===== src/hw/rtc_consts.vh =====
// Constants for the real-time counter compare, task and readback logic
`ifndef RTC_CONSTS_VH
`define RTC_CONSTS_VH

`define CNT_W            24
`define PRESC_W          12
`define CMP_CHANNELS     4
`define CNT_RESET        24'h000000
`define CNT_NEAR_WRAP    24'hfffff0
`define CNT_MAX          24'hffffff
`define PRESC_ZERO       12'h000
`define CLK_PERIOD_PS    10000
`define TASK_DLY_MIN_PS  15258500
`define TASK_DLY_MAX_PS  45775500
`define TASK_DLY_MIN_CYC ((`TASK_DLY_MIN_PS + `CLK_PERIOD_PS - 1) / `CLK_PERIOD_PS)
`define TASK_DLY_MAX_CYC (`TASK_DLY_MAX_PS / `CLK_PERIOD_PS)
`define RD_STALL_CYC     3'd3
`define RD_CAPTURE_CYC   3'd2
`define RD_TOTAL_CYC     5

`endif


===== src/hw/rtc_cmp_channel.v =====
// One compare channel: bus-side value, slow-domain mirror and match pulse
`timescale 1ns/1ps
`default_nettype none
`include "rtc_consts.vh"

module rtc_cmp_channel (
    input  wire                 core_clk,
    input  wire                 srst,
    input  wire                 wr,
    input  wire [`CNT_W-1:0]    wdata,
    input  wire                 lf_rise,
    input  wire                 inc,
    input  wire [`CNT_W-1:0]    cnt_next,
    output reg  [`CNT_W-1:0]    value,
    output reg                  match
);

    reg [`CNT_W-1:0] mirror_r;

    // Bus value, mirrored into the slow domain only at a slow rising edge
    always @(posedge core_clk) begin
        if (srst) begin
            value    <= `CNT_RESET;
            mirror_r <= `CNT_RESET;
            match    <= 1'b0;
        end else begin
            if (wr) begin
                value <= wdata;
            end
            // Compare uses the old mirror at this edge, new value next edge
            match <= lf_rise & inc & (cnt_next == mirror_r);
            if (lf_rise) begin
                mirror_r <= value;
            end
        end
    end

endmodule
`default_nettype wire


===== src/hw/rtc_core.v =====
// Real-time counter core: task delays, counter, compare events and stalled read
`timescale 1ns/1ps
`default_nettype none
`include "rtc_consts.vh"

module rtc_core (
    input  wire                       core_clk,
    input  wire                       srst,
    input  wire                       low_freq_clock,
    input  wire                       task_start,
    input  wire                       task_stop,
    input  wire                       task_clear,
    input  wire                       task_force_near_overflow,
    input  wire [`PRESC_W-1:0]        prescaler,
    input  wire [`CMP_CHANNELS-1:0]   cmp_wr,
    input  wire [`CNT_W-1:0]          cmp_wdata,
    input  wire                       rd_sel,
    input  wire                       rd_enable,
    output wire                       pready,
    output reg  [`CNT_W-1:0]          rd_data,
    output wire                       lf_clk_req,
    output reg                        running,
    output reg                        increment_event,
    output reg                        wrap_event,
    output wire [`CMP_CHANNELS-1:0]   compare_event
);

    // Task slots: 0 start, 1 stop, 2 clear, 3 force near overflow
    reg  [3:0]              pend_r;
    reg  [3:0]              fall_seen_r;
    reg                     lf_q_r;
    reg  [`CNT_W-1:0]       cnt_r;
    reg  [`PRESC_W-1:0]     presc_r;
    reg  [2:0]              rd_cnt_r;
    wire                    lf_rise;
    wire                    lf_fall;
    wire [3:0]              task_in;
    wire [3:0]              fire;
    wire                    inc;
    wire [`CNT_W-1:0]       cnt_next;

    assign task_in = {task_force_near_overflow, task_clear, task_stop, task_start};

    // Slow clock edges seen on the fast clock
    assign lf_rise = low_freq_clock & ~lf_q_r;
    assign lf_fall = ~low_freq_clock & lf_q_r;

    // A task fires on the first rising edge after a falling edge
    assign fire = pend_r & fall_seen_r & {4{lf_rise}};

    // Keep the slow clock requested while running or a task is waiting
    assign lf_clk_req = running | (|pend_r);

    // Step only when running, no load this edge and the latch is zero
    assign inc = lf_rise & running & ~fire[2] & ~fire[3]
                 & (presc_r == `PRESC_ZERO);

    assign cnt_next = cnt_r + `CNT_W'h000001;

    // Edge history of the slow clock
    always @(posedge core_clk) begin
        if (srst) begin
            lf_q_r <= 1'b0;
        end else begin
            lf_q_r <= low_freq_clock;
        end
    end

    // Pending tasks wait for a falling then a rising slow edge
    always @(posedge core_clk) begin
        if (srst) begin
            pend_r      <= 4'h0;
            fall_seen_r <= 4'h0;
        end else begin
            // A fresh task restarts its wait; a new request beats completion
            pend_r      <= (pend_r & ~fire) | task_in;
            fall_seen_r <= ((fall_seen_r | ({4{lf_fall}} & pend_r)) & ~fire) & ~task_in;
        end
    end

    // Run state follows start and stop as they take effect
    always @(posedge core_clk) begin
        if (srst) begin
            running <= 1'b0;
        end else if (fire[1]) begin
            running <= 1'b0;
        end else if (fire[0]) begin
            running <= 1'b1;
        end
    end

    // Counter and prescale latch, all in step with the slow rising edge
    always @(posedge core_clk) begin
        if (srst) begin
            cnt_r           <= `CNT_RESET;
            presc_r         <= `PRESC_ZERO;
            increment_event <= 1'b0;
            wrap_event      <= 1'b0;
        end else begin
            increment_event <= inc;
            wrap_event      <= inc & (cnt_r == `CNT_MAX);
            if (fire[2]) begin
                cnt_r   <= `CNT_RESET;
                presc_r <= prescaler;
            end else if (fire[3]) begin
                cnt_r   <= `CNT_NEAR_WRAP;
                presc_r <= prescaler;
            end else if (inc) begin
                cnt_r   <= cnt_next;
                presc_r <= prescaler;
            end else if (lf_rise & running) begin
                presc_r <= presc_r - `PRESC_W'h001;
            end
            // Start restarts the latch without stepping the counter
            if (fire[0] & ~fire[2] & ~fire[3]) begin
                presc_r <= prescaler;
            end
        end
    end

    // Compare channels, evaluated only on counter steps
    genvar ch;
    generate
        for (ch = 0; ch < `CMP_CHANNELS; ch = ch + 1) begin : g_cmp
            rtc_cmp_channel u_cmp (
                .core_clk (core_clk),
                .srst     (srst),
                .wr       (cmp_wr[ch]),
                .wdata    (cmp_wdata),
                .lf_rise  (lf_rise),
                .inc      (inc),
                .cnt_next (cnt_next),
                .value    (),
                .match    (compare_event[ch])
            );
        end
    endgenerate

    // Read access: three stalled cycles, then ready with captured data
    assign pready = rd_sel & rd_enable & (rd_cnt_r == `RD_STALL_CYC);

    always @(posedge core_clk) begin
        if (srst) begin
            rd_cnt_r <= 3'd0;
            rd_data  <= `CNT_RESET;
        end else if (rd_sel & rd_enable & ~pready) begin
            rd_cnt_r <= rd_cnt_r + 3'd1;
            if (rd_cnt_r == `RD_CAPTURE_CYC) begin
                rd_data <= cnt_r;
            end
        end else begin
            rd_cnt_r <= 3'd0;
        end
    end

endmodule
`default_nettype wire


===== config.mk =====
export PLATFORM = sky130hd
export DESIGN_NAME = rtc_core
export DESIGN_NICKNAME = d
export VERILOG_FILES = /design/src/hw/rtc_cmp_channel.v /design/src/hw/rtc_core.v
export VERILOG_INCLUDE_DIRS = /design/src /design/src/hw
export SDC_FILE = /design/constraint.sdc
export NUM_CORES = 1
export LEC_CHECK = 0
export BUFFER_PORTS_ARGS = -buffer_cell sky130_fd_sc_hd__buf_2
export CELL_PAD_IN_SITES_DETAIL_PLACEMENT = 0
export CELL_PAD_IN_SITES_GLOBAL_PLACEMENT = 2
export CORE_MARGIN = 2
export CORE_UTILIZATION = 35
export DETAILED_ROUTE_END_ITERATION = 10
export PLACE_DENSITY_LB_ADDON = 0.1
export SYNTH_ARGS = -nofsm -noshare
export SYNTH_HDL_FRONTEND = slang
export SYNTH_HIERARCHICAL = 1
export SYNTH_SLANG_ARGS = --single-unit

===== constraint.sdc =====
create_clock -name core_clk -period 2.8 [get_ports core_clk]
set_input_delay 0.56 -clock core_clk [delete_from_list [all_inputs] [get_ports core_clk]]
set_output_delay 0.56 -clock core_clk [all_outputs]
set_load 0.05 [all_outputs]

* Word-level counts from Yosys, hierarchy flattened *
Cells that the tools add are included.

word-level totals
  register bits = 271
  output and inout port bits = 33

operators by class
  add/sub/neg operators = 3
  eq/ne operators = 7
  mux-type cells = 7
  bitwise operators = 34
  reduce and logical (&&, ||, !) cells = 9

operators by type and width
  cell                                                 number
  == test 24 bit                                       4
  2-to-1 mux 12 bit                                    5
  2-to-1 mux 24 bit                                    2
  adder 24 x 1 -> 24 bit (second input constant)       1
  AND 4 bit                                            6
  == test 24 bit (second input constant)               1
  AND 1 bit                                            17
  zero test 12 bit                                     1
  subtractor 12 x 1 -> 12 bit (second input constant)  1
  inverter 4 bit                                       2
  bitwise OR 4 bit                                     2
  == test 3 x 2 -> 1 bit (second input constant)       2
  inverter 1 bit                                       6
  OR reduction 2 bit                                   3
  nonzero test 5 bit                                   1
  OR reduction 4 bit                                   1
  adder 3 x 1 -> 3 bit (second input constant)         1
  OR reduction 3 bit                                   1
  AND reduction 2 bit                                  1
  nonzero test 2 bit                                   1
  bitwise OR 1 bit                                     1

* Logic depth before layout (Yosys ltp) *
  depth after elaboration = 11
  mapped depth = 10

* Hierarchy *
Netlist, hierarchy kept.

modules (own cells, without submodules)
  module           instances  cells an instance  area an instance (µm²)  seq. area each (µm²)
  rtc_cmp_channel  4          189                1964.4                  980.9
  rtc_core         1          471                3784.9                  1501.4

* Worst setup path after synthesis *
OpenSTA, ideal clock, no wires.

  kind = register to register
  start = register cnt_r[6]
  end = register g_cmp[0].u_cmp.match
  setup time = 88 ps
  data arrival time = 2561 ps
  slack = 151 ps
  cell stages (with the launch flop) = 10
  buffers on the path = 1
  period minus slack after synthesis = 2649 ps
  cells stage by stage = dfxtp_1 -> clkbuf_1 -> nand4_1 -> or4_1 -> nor2_1 -> xor2_1 -> xor2_1 -> nor4_1 -> nand4_1 -> nor4_2

between the ends
  longest elaborated chain between the ends = 3

RTL lines
  what                    line                  text
  from (decl)             rtc_core.v:32         reg [`CNT_W-1:0] cnt_r;
  from (signal assigned)  rtc_core.v:95         cnt_r <= `CNT_RESET;
  from (signal assigned)  rtc_core.v:103        cnt_r <= `CNT_RESET;
  from (signal assigned)  rtc_core.v:106        cnt_r <= `CNT_NEAR_WRAP;
  adder 24 x 1 -> 24 bit  rtc_core.v:58         assign cnt_next = cnt_r + `CNT_W'h000001;
  via cnt_next[17]        rtc_core.v:40         wire [`CNT_W-1:0] cnt_next;
  == test 24 bit          rtc_cmp_channel.v:31  match <= lf_rise & inc & (cnt_next == mirror_r);
  AND 1 bit               rtc_cmp_channel.v:31
  to (signal assigned)    rtc_cmp_channel.v:31
  to (decl)               rtc_cmp_channel.v:15  output reg match

The timed path passes the listed nets, and every way through them passes these cells.
A chain may end at the register's enable or synchronous reset.

* Worst setup path after layout *
  start = register cnt_r[0]
  end = register g_cmp[1].u_cmp.match

between the ends
  longest elaborated chain between the ends = 3

RTL lines
  what                    line
  adder 24 x 1 -> 24 bit  rtc_core.v:58
  via cnt_next[8]         rtc_core.v:40
  == test 24 bit          rtc_cmp_channel.v:31
  AND 1 bit               rtc_cmp_channel.v:31
  to (signal assigned)    rtc_cmp_channel.v:31
  to (decl)               rtc_cmp_channel.v:15

The timed path passes the listed nets, and every way through them passes these cells.

==> flow_results.org <==
** Yosys
- Most frequent cells after synthesis :: 271 x sky130_fd_sc_hd__dfxtp_1, 217 x sky130_fd_sc_hd__nor2_1, 196 x sky130_fd_sc_hd__mux2i_1, 76 x sky130_fd_sc_hd__nand2_1, 76 x sky130_fd_sc_hd__xor2_1
- Adder-cell area share of the yosys netlist :: 0.6448%
- Netlist Area Pre-Place :: 11640 sq um
- Synthesized netlist net count :: roughly 1300
- Mean Syn Cell Area :: roughly 9.5 sq um
- Number of enable-type register cells in the synthesized netlist :: 0
- Summing the areas of all and, or, nand and nor instances in the mapped netlist gives 17.50% of the synthesized area.
- For this run, asynchronously set or reset flops after synthesis account for 0%.
- Summing the areas of all compound-gate instances in the mapped netlist gives 5.588% of the synthesized area.
- After synthesis, the largest family of logic cells by area is simple AND/OR/NAND/NOR gates.
- Top FF cell, synth :: sky130_fd_sc_hd__dfxtp_1
- Most frequently used cell type in the post-synthesis netlist :: sky130_fd_sc_hd__dfxtp_1
- The synthesized netlist devotes approximately 9.3% of its cell area to XOR and XNOR gates.
- Gate count after technology mapping :: roughly 1200
- In this run the biggest area consumer among cell types represents a little under half of the synthesized area.
- Multiplexer cells account for 16.95% of the synthesized area.
- Synth top area cells :: sky130_fd_sc_hd__dfxtp_1 47%, sky130_fd_sc_hd__mux2i_1 17%, sky130_fd_sc_hd__nor2_1 7.0%, sky130_fd_sc_hd__xor2_1 5.7%, sky130_fd_sc_hd__xnor2_1 3.5%
- Ys Warns :: 6
- In this run, distinct cell masters in the synthesized netlist total 55.
- Cell type with the highest aggregate area in the netlist :: sky130_fd_sc_hd__dfxtp_1
- Sequential cell area fraction in the yosys report :: between 40% and 50%
- Synthesis inferred roughly 270 register bits.

** Global routing
- The number of antenna violations at the first check in global routing was 2.
- Global route overflow :: 0
- The number of global-route vias before repair is 8615.
- Global-route wire length before repair :: 50.65 mm
- GRT Util Overall :: between 10% and 20%
- Entering global routing, the biggest net connects 69 pins.

** Clock tree
- Clock tree root driver cell :: sky130_fd_sc_hd__clkbuf_16
- Clock-pin slew was measured on the worst setup and hold paths at about 0.06 ns.
- In this run the number of H-tree levels came out at 1.
- Clock insertion delay at the later pin of the skew report :: approximately 0.55 ns
- In this run the deepest clock path goes through 3 buffers.
- Clock sink count :: 271
- CTS Buf Count :: 31
- TritonCTS built the clock tree.

** Final layout
- After the flow finishes, the layout carries non-filler instances totaling about 1800.
- The area growth from synthesis to layout is 20.25%.
- Fraction of the core area covered by cells at the end of the flow :: a little over two fifths
- Ratio of cells with drive above 1 in the final layout :: between 10% and 20%
- In the final design database the tool counted 1384 nets.
- Post-route cell area :: between 10000 and 15000 sq um

** Route
- DRC errors left :: 0
- DR iter-0 viols :: 490
- Aggregate routed wire length :: about 32 mm
- TritonRoute pass-1 iters :: 4
- Via total after detailed routing :: ~8700
- In the routed layout, each cell is associated on average with a via count of a little under 5.
- Routed wire length per instance :: approximately 18 microns
- The detail route stage leaves a number of antenna-violating nets equal to 0.

** Timing
- Highest clock rate :: between 0.3 and 0.4 GHz
- Final setup violation count :: 0
- The final critical path takes up 94.42% of the cycle.
- The count of final max-slew check failures came to 0.
- Counting I/O delays and the setup requirement, the final critical path takes 2.644 ns.
- The number of failing hold endpoints at the final stage was 0.
- For the pin with the worst max-slew slack, the measured transition is 1.160 ns.
- Min setup slack post-route :: 0.1563 ns
- Unrepaired setup endpoints after global routing :: false
- Measured against its own limit, the worst slew margin works out to 22.22%.
- Clock skew on the completed layout was measured at around 0.0082 ns.

** Placement
- Final weighted congestion in routability-driven placement :: roughly 0.81
- Post-placement cell area :: about 13000 sq um
- At the placement stage, the worst setup path has a slack of around 0.0076 ns.
- After detailed placement, the design holds a cell count of 1737.
- Number of buffer cells added on primary ports :: between 80 and 90
- DP HPWL :: 21.53 mm

** Critical path
- The largest single stage delay on the critical path is just over 0.4 ns.
- R2R cell count :: 10
- Kind of critical path :: flop to flop
- In this run the worst path has a maximum fanout of 5.
- Slowest CP cell :: sky130_fd_sc_hd__dfxtp_1
- End of the worst register-to-register path :: g_cmp[1].u_cmp/match$_SDFF_PP0_
- Crit path DAT :: just over 3 ns
- The critical path goes through ha_1, nand3_2, nor2_1, xnor2_1, inv_1, xor2_1, nor4_1, buf_4, nand4_1, nor4_2.
- STA classifies the critical path startpoint as a flop.
- Cell family with the largest share of critical-path delay :: simple AND/OR/NAND/NOR gates
- Counting both buffers and inverters, the worst setup path holds a total of 2.
- Startpoint of the worst-slack reg-to-reg timing path :: cnt_r[0]$_SDFFE_PP0P_
- For the worst setup path, the data required time is between 3 and 4 ns.
- Critical Path End Type :: flop
- Worst setup path startpoint :: cnt_r[0]$_SDFFE_PP0P_
- Worst setup slack for register-to-register paths :: ~0.16 ns

** Min path
- Hold path endpoint :: fall_seen_r[0]$_SDFF_PP0_
- Worst hold path cell count :: 2
- In this run the most critical hold path is launched from task_start.
- The path class of the tightest hold or removal check is primary input to flop.

** Job
- Across the run, the number of max-cap violations was 0.

** Floorplan
- Once the floorplan was initialized, standard cells occupied a little over a third of the core.
- The floorplan has 66 rows.
- Core region area :: 32620 sq um
- Width of the die :: 186.4 microns
- For this design the top-level I/O count stands at 82.
- The die covers around 35000 sq um.
- The die is 186.4 microns tall.

** Pwr
- Power, Total :: around 9.0 mW
- LEAKAGE :: approximately 6.2 nW
- IR analysis of the VDD net gives a maximum drop of around 460 uV.
- Power Dens Cells :: around 640 nW/um^2

** Outcome
- The flow ran to the end, and the final reports show no timing, DRC or antenna violations.
-- metal layers --
layer	wire length (microns)	GRT usage (%)	up-vias	share of wire, %
met4	403	3.446	0	1.3
li1	-	-	4447	-
met5	0	0	-	0
met1	16110	26.50	4121	51
met2	13770	28.47	141	43
met3	1401	2.784	30	4.4
-- state kept, by name (all words and copies together), names as in the netlist --
signal                cells
rd_data                  24
fall_seen_r               4
presc_r                  12
g_cmp.u_cmp/mirror_r     96
pend_r                    4
wrap_event                1
rd_cnt_r                  3
lf_q_r                    1
g_cmp.u_cmp/match         4
cnt_r                    24
g_cmp.u_cmp/value        96
running                   1
increment_event           1
-- worst max path at each step --
stage,slack (ns),endpoint,cells after the start
final,0.16,g_cmp[1].u_cmp/match$_SDFF_PP0_,10
after detailed placement,0.008,g_cmp[3].u_cmp/match$_SDFF_PP0_,9
after global placement,-0.008,g_cmp[3].u_cmp/match$_SDFF_PP0_,9
after floorplan,0.15,g_cmp[0].u_cmp/match$_SDFF_PP0_,9
after CTS,0.04,g_cmp[0].u_cmp/match$_SDFF_PP0_,9
after global routing,0.008,g_cmp[1].u_cmp/match$_SDFF_PP0_,9
-- logic make-up (layout without fill, tap and decap cells) --
group           count (synthesis)  count (layout)
simple gates                  440             440
mux                           197             197
other cells                     0               1
flops                         271             271
compound gates                 99              99
buf+inv                        91             217
xor+xnor                      123             123
fa+ha+maj                       6               6
-- area by class of cell --
class	count	area [sq um]
Antenna cell	1	2.502
Clock buffer	41	843.3
Clock inverter	16	219.0
Fill cell	3255	18620
Inverter	12	45.04
Multi-Input combinational cell	865	5919
Sequential cell	271	5428
Tap cell	442	553.0
Timing Repair Buffer	148	989.7
-- cell usage in the layout (no fill, tap or decap), types with 4 or more instances in the layout --
cell type	instances
sky130_fd_sc_hd__a22oi_1	6
sky130_fd_sc_hd__inv_1	12
sky130_fd_sc_hd__nand3_1	25
sky130_fd_sc_hd__clkbuf_16	31
sky130_fd_sc_hd__nand2_1	76
sky130_fd_sc_hd__o311ai_0	9
sky130_fd_sc_hd__mux2i_1	196
sky130_fd_sc_hd__nor2_1	216
sky130_fd_sc_hd__nand4_1	15
sky130_fd_sc_hd__nor3_2	5
sky130_fd_sc_hd__clkbuf_1	7
sky130_fd_sc_hd__buf_4	61
sky130_fd_sc_hd__nor4_1	18
sky130_fd_sc_hd__nor4_2	9
sky130_fd_sc_hd__nand4b_1	4
sky130_fd_sc_hd__nand2b_1	4
sky130_fd_sc_hd__a311oi_1	8
sky130_fd_sc_hd__a31oi_1	6
sky130_fd_sc_hd__a21oi_1	49
sky130_fd_sc_hd__bufinv_16	5
sky130_fd_sc_hd__buf_12	6
sky130_fd_sc_hd__and3_1	7
sky130_fd_sc_hd__xnor2_1	46
sky130_fd_sc_hd__or3_1	4
sky130_fd_sc_hd__dfxtp_1	269
sky130_fd_sc_hd__xor2_1	75
sky130_fd_sc_hd__buf_2	80
sky130_fd_sc_hd__ha_1	6
sky130_fd_sc_hd__nor3_1	33
sky130_fd_sc_hd__clkinv_2	7
-- what timing repair did --
item,4_1_cts,5_1_grt
setup buffers,0,1
gates resized for setup,3,14
endpoints found under the hold margin,0,0
pin swaps,0,3
hold buffers,0,0
endpoints found under the setup margin,2,4
-- through the flow --
step | hold slack (ns) | setup TNS, ns
2_1_floorplan | 0.4173 | 0
3_3_place_gp | 0.4359 | -0.007900
3_5_place_dp | 0.4437 | 0
4_1_cts | 0.1512 | 0
5_1_grt | 0.1634 | 0
6_report | 0.1788 | 0
-- report_power, final --
| group | switching, mW | internal (mW) |
|---|---|---|
| combinational | 0.365 | 0.282 |
| sequential | 0.0942 | 3.99 |
| clock | 1.64 | 2.57 |
Note: power is estimated with default switching activity, not from simulation.
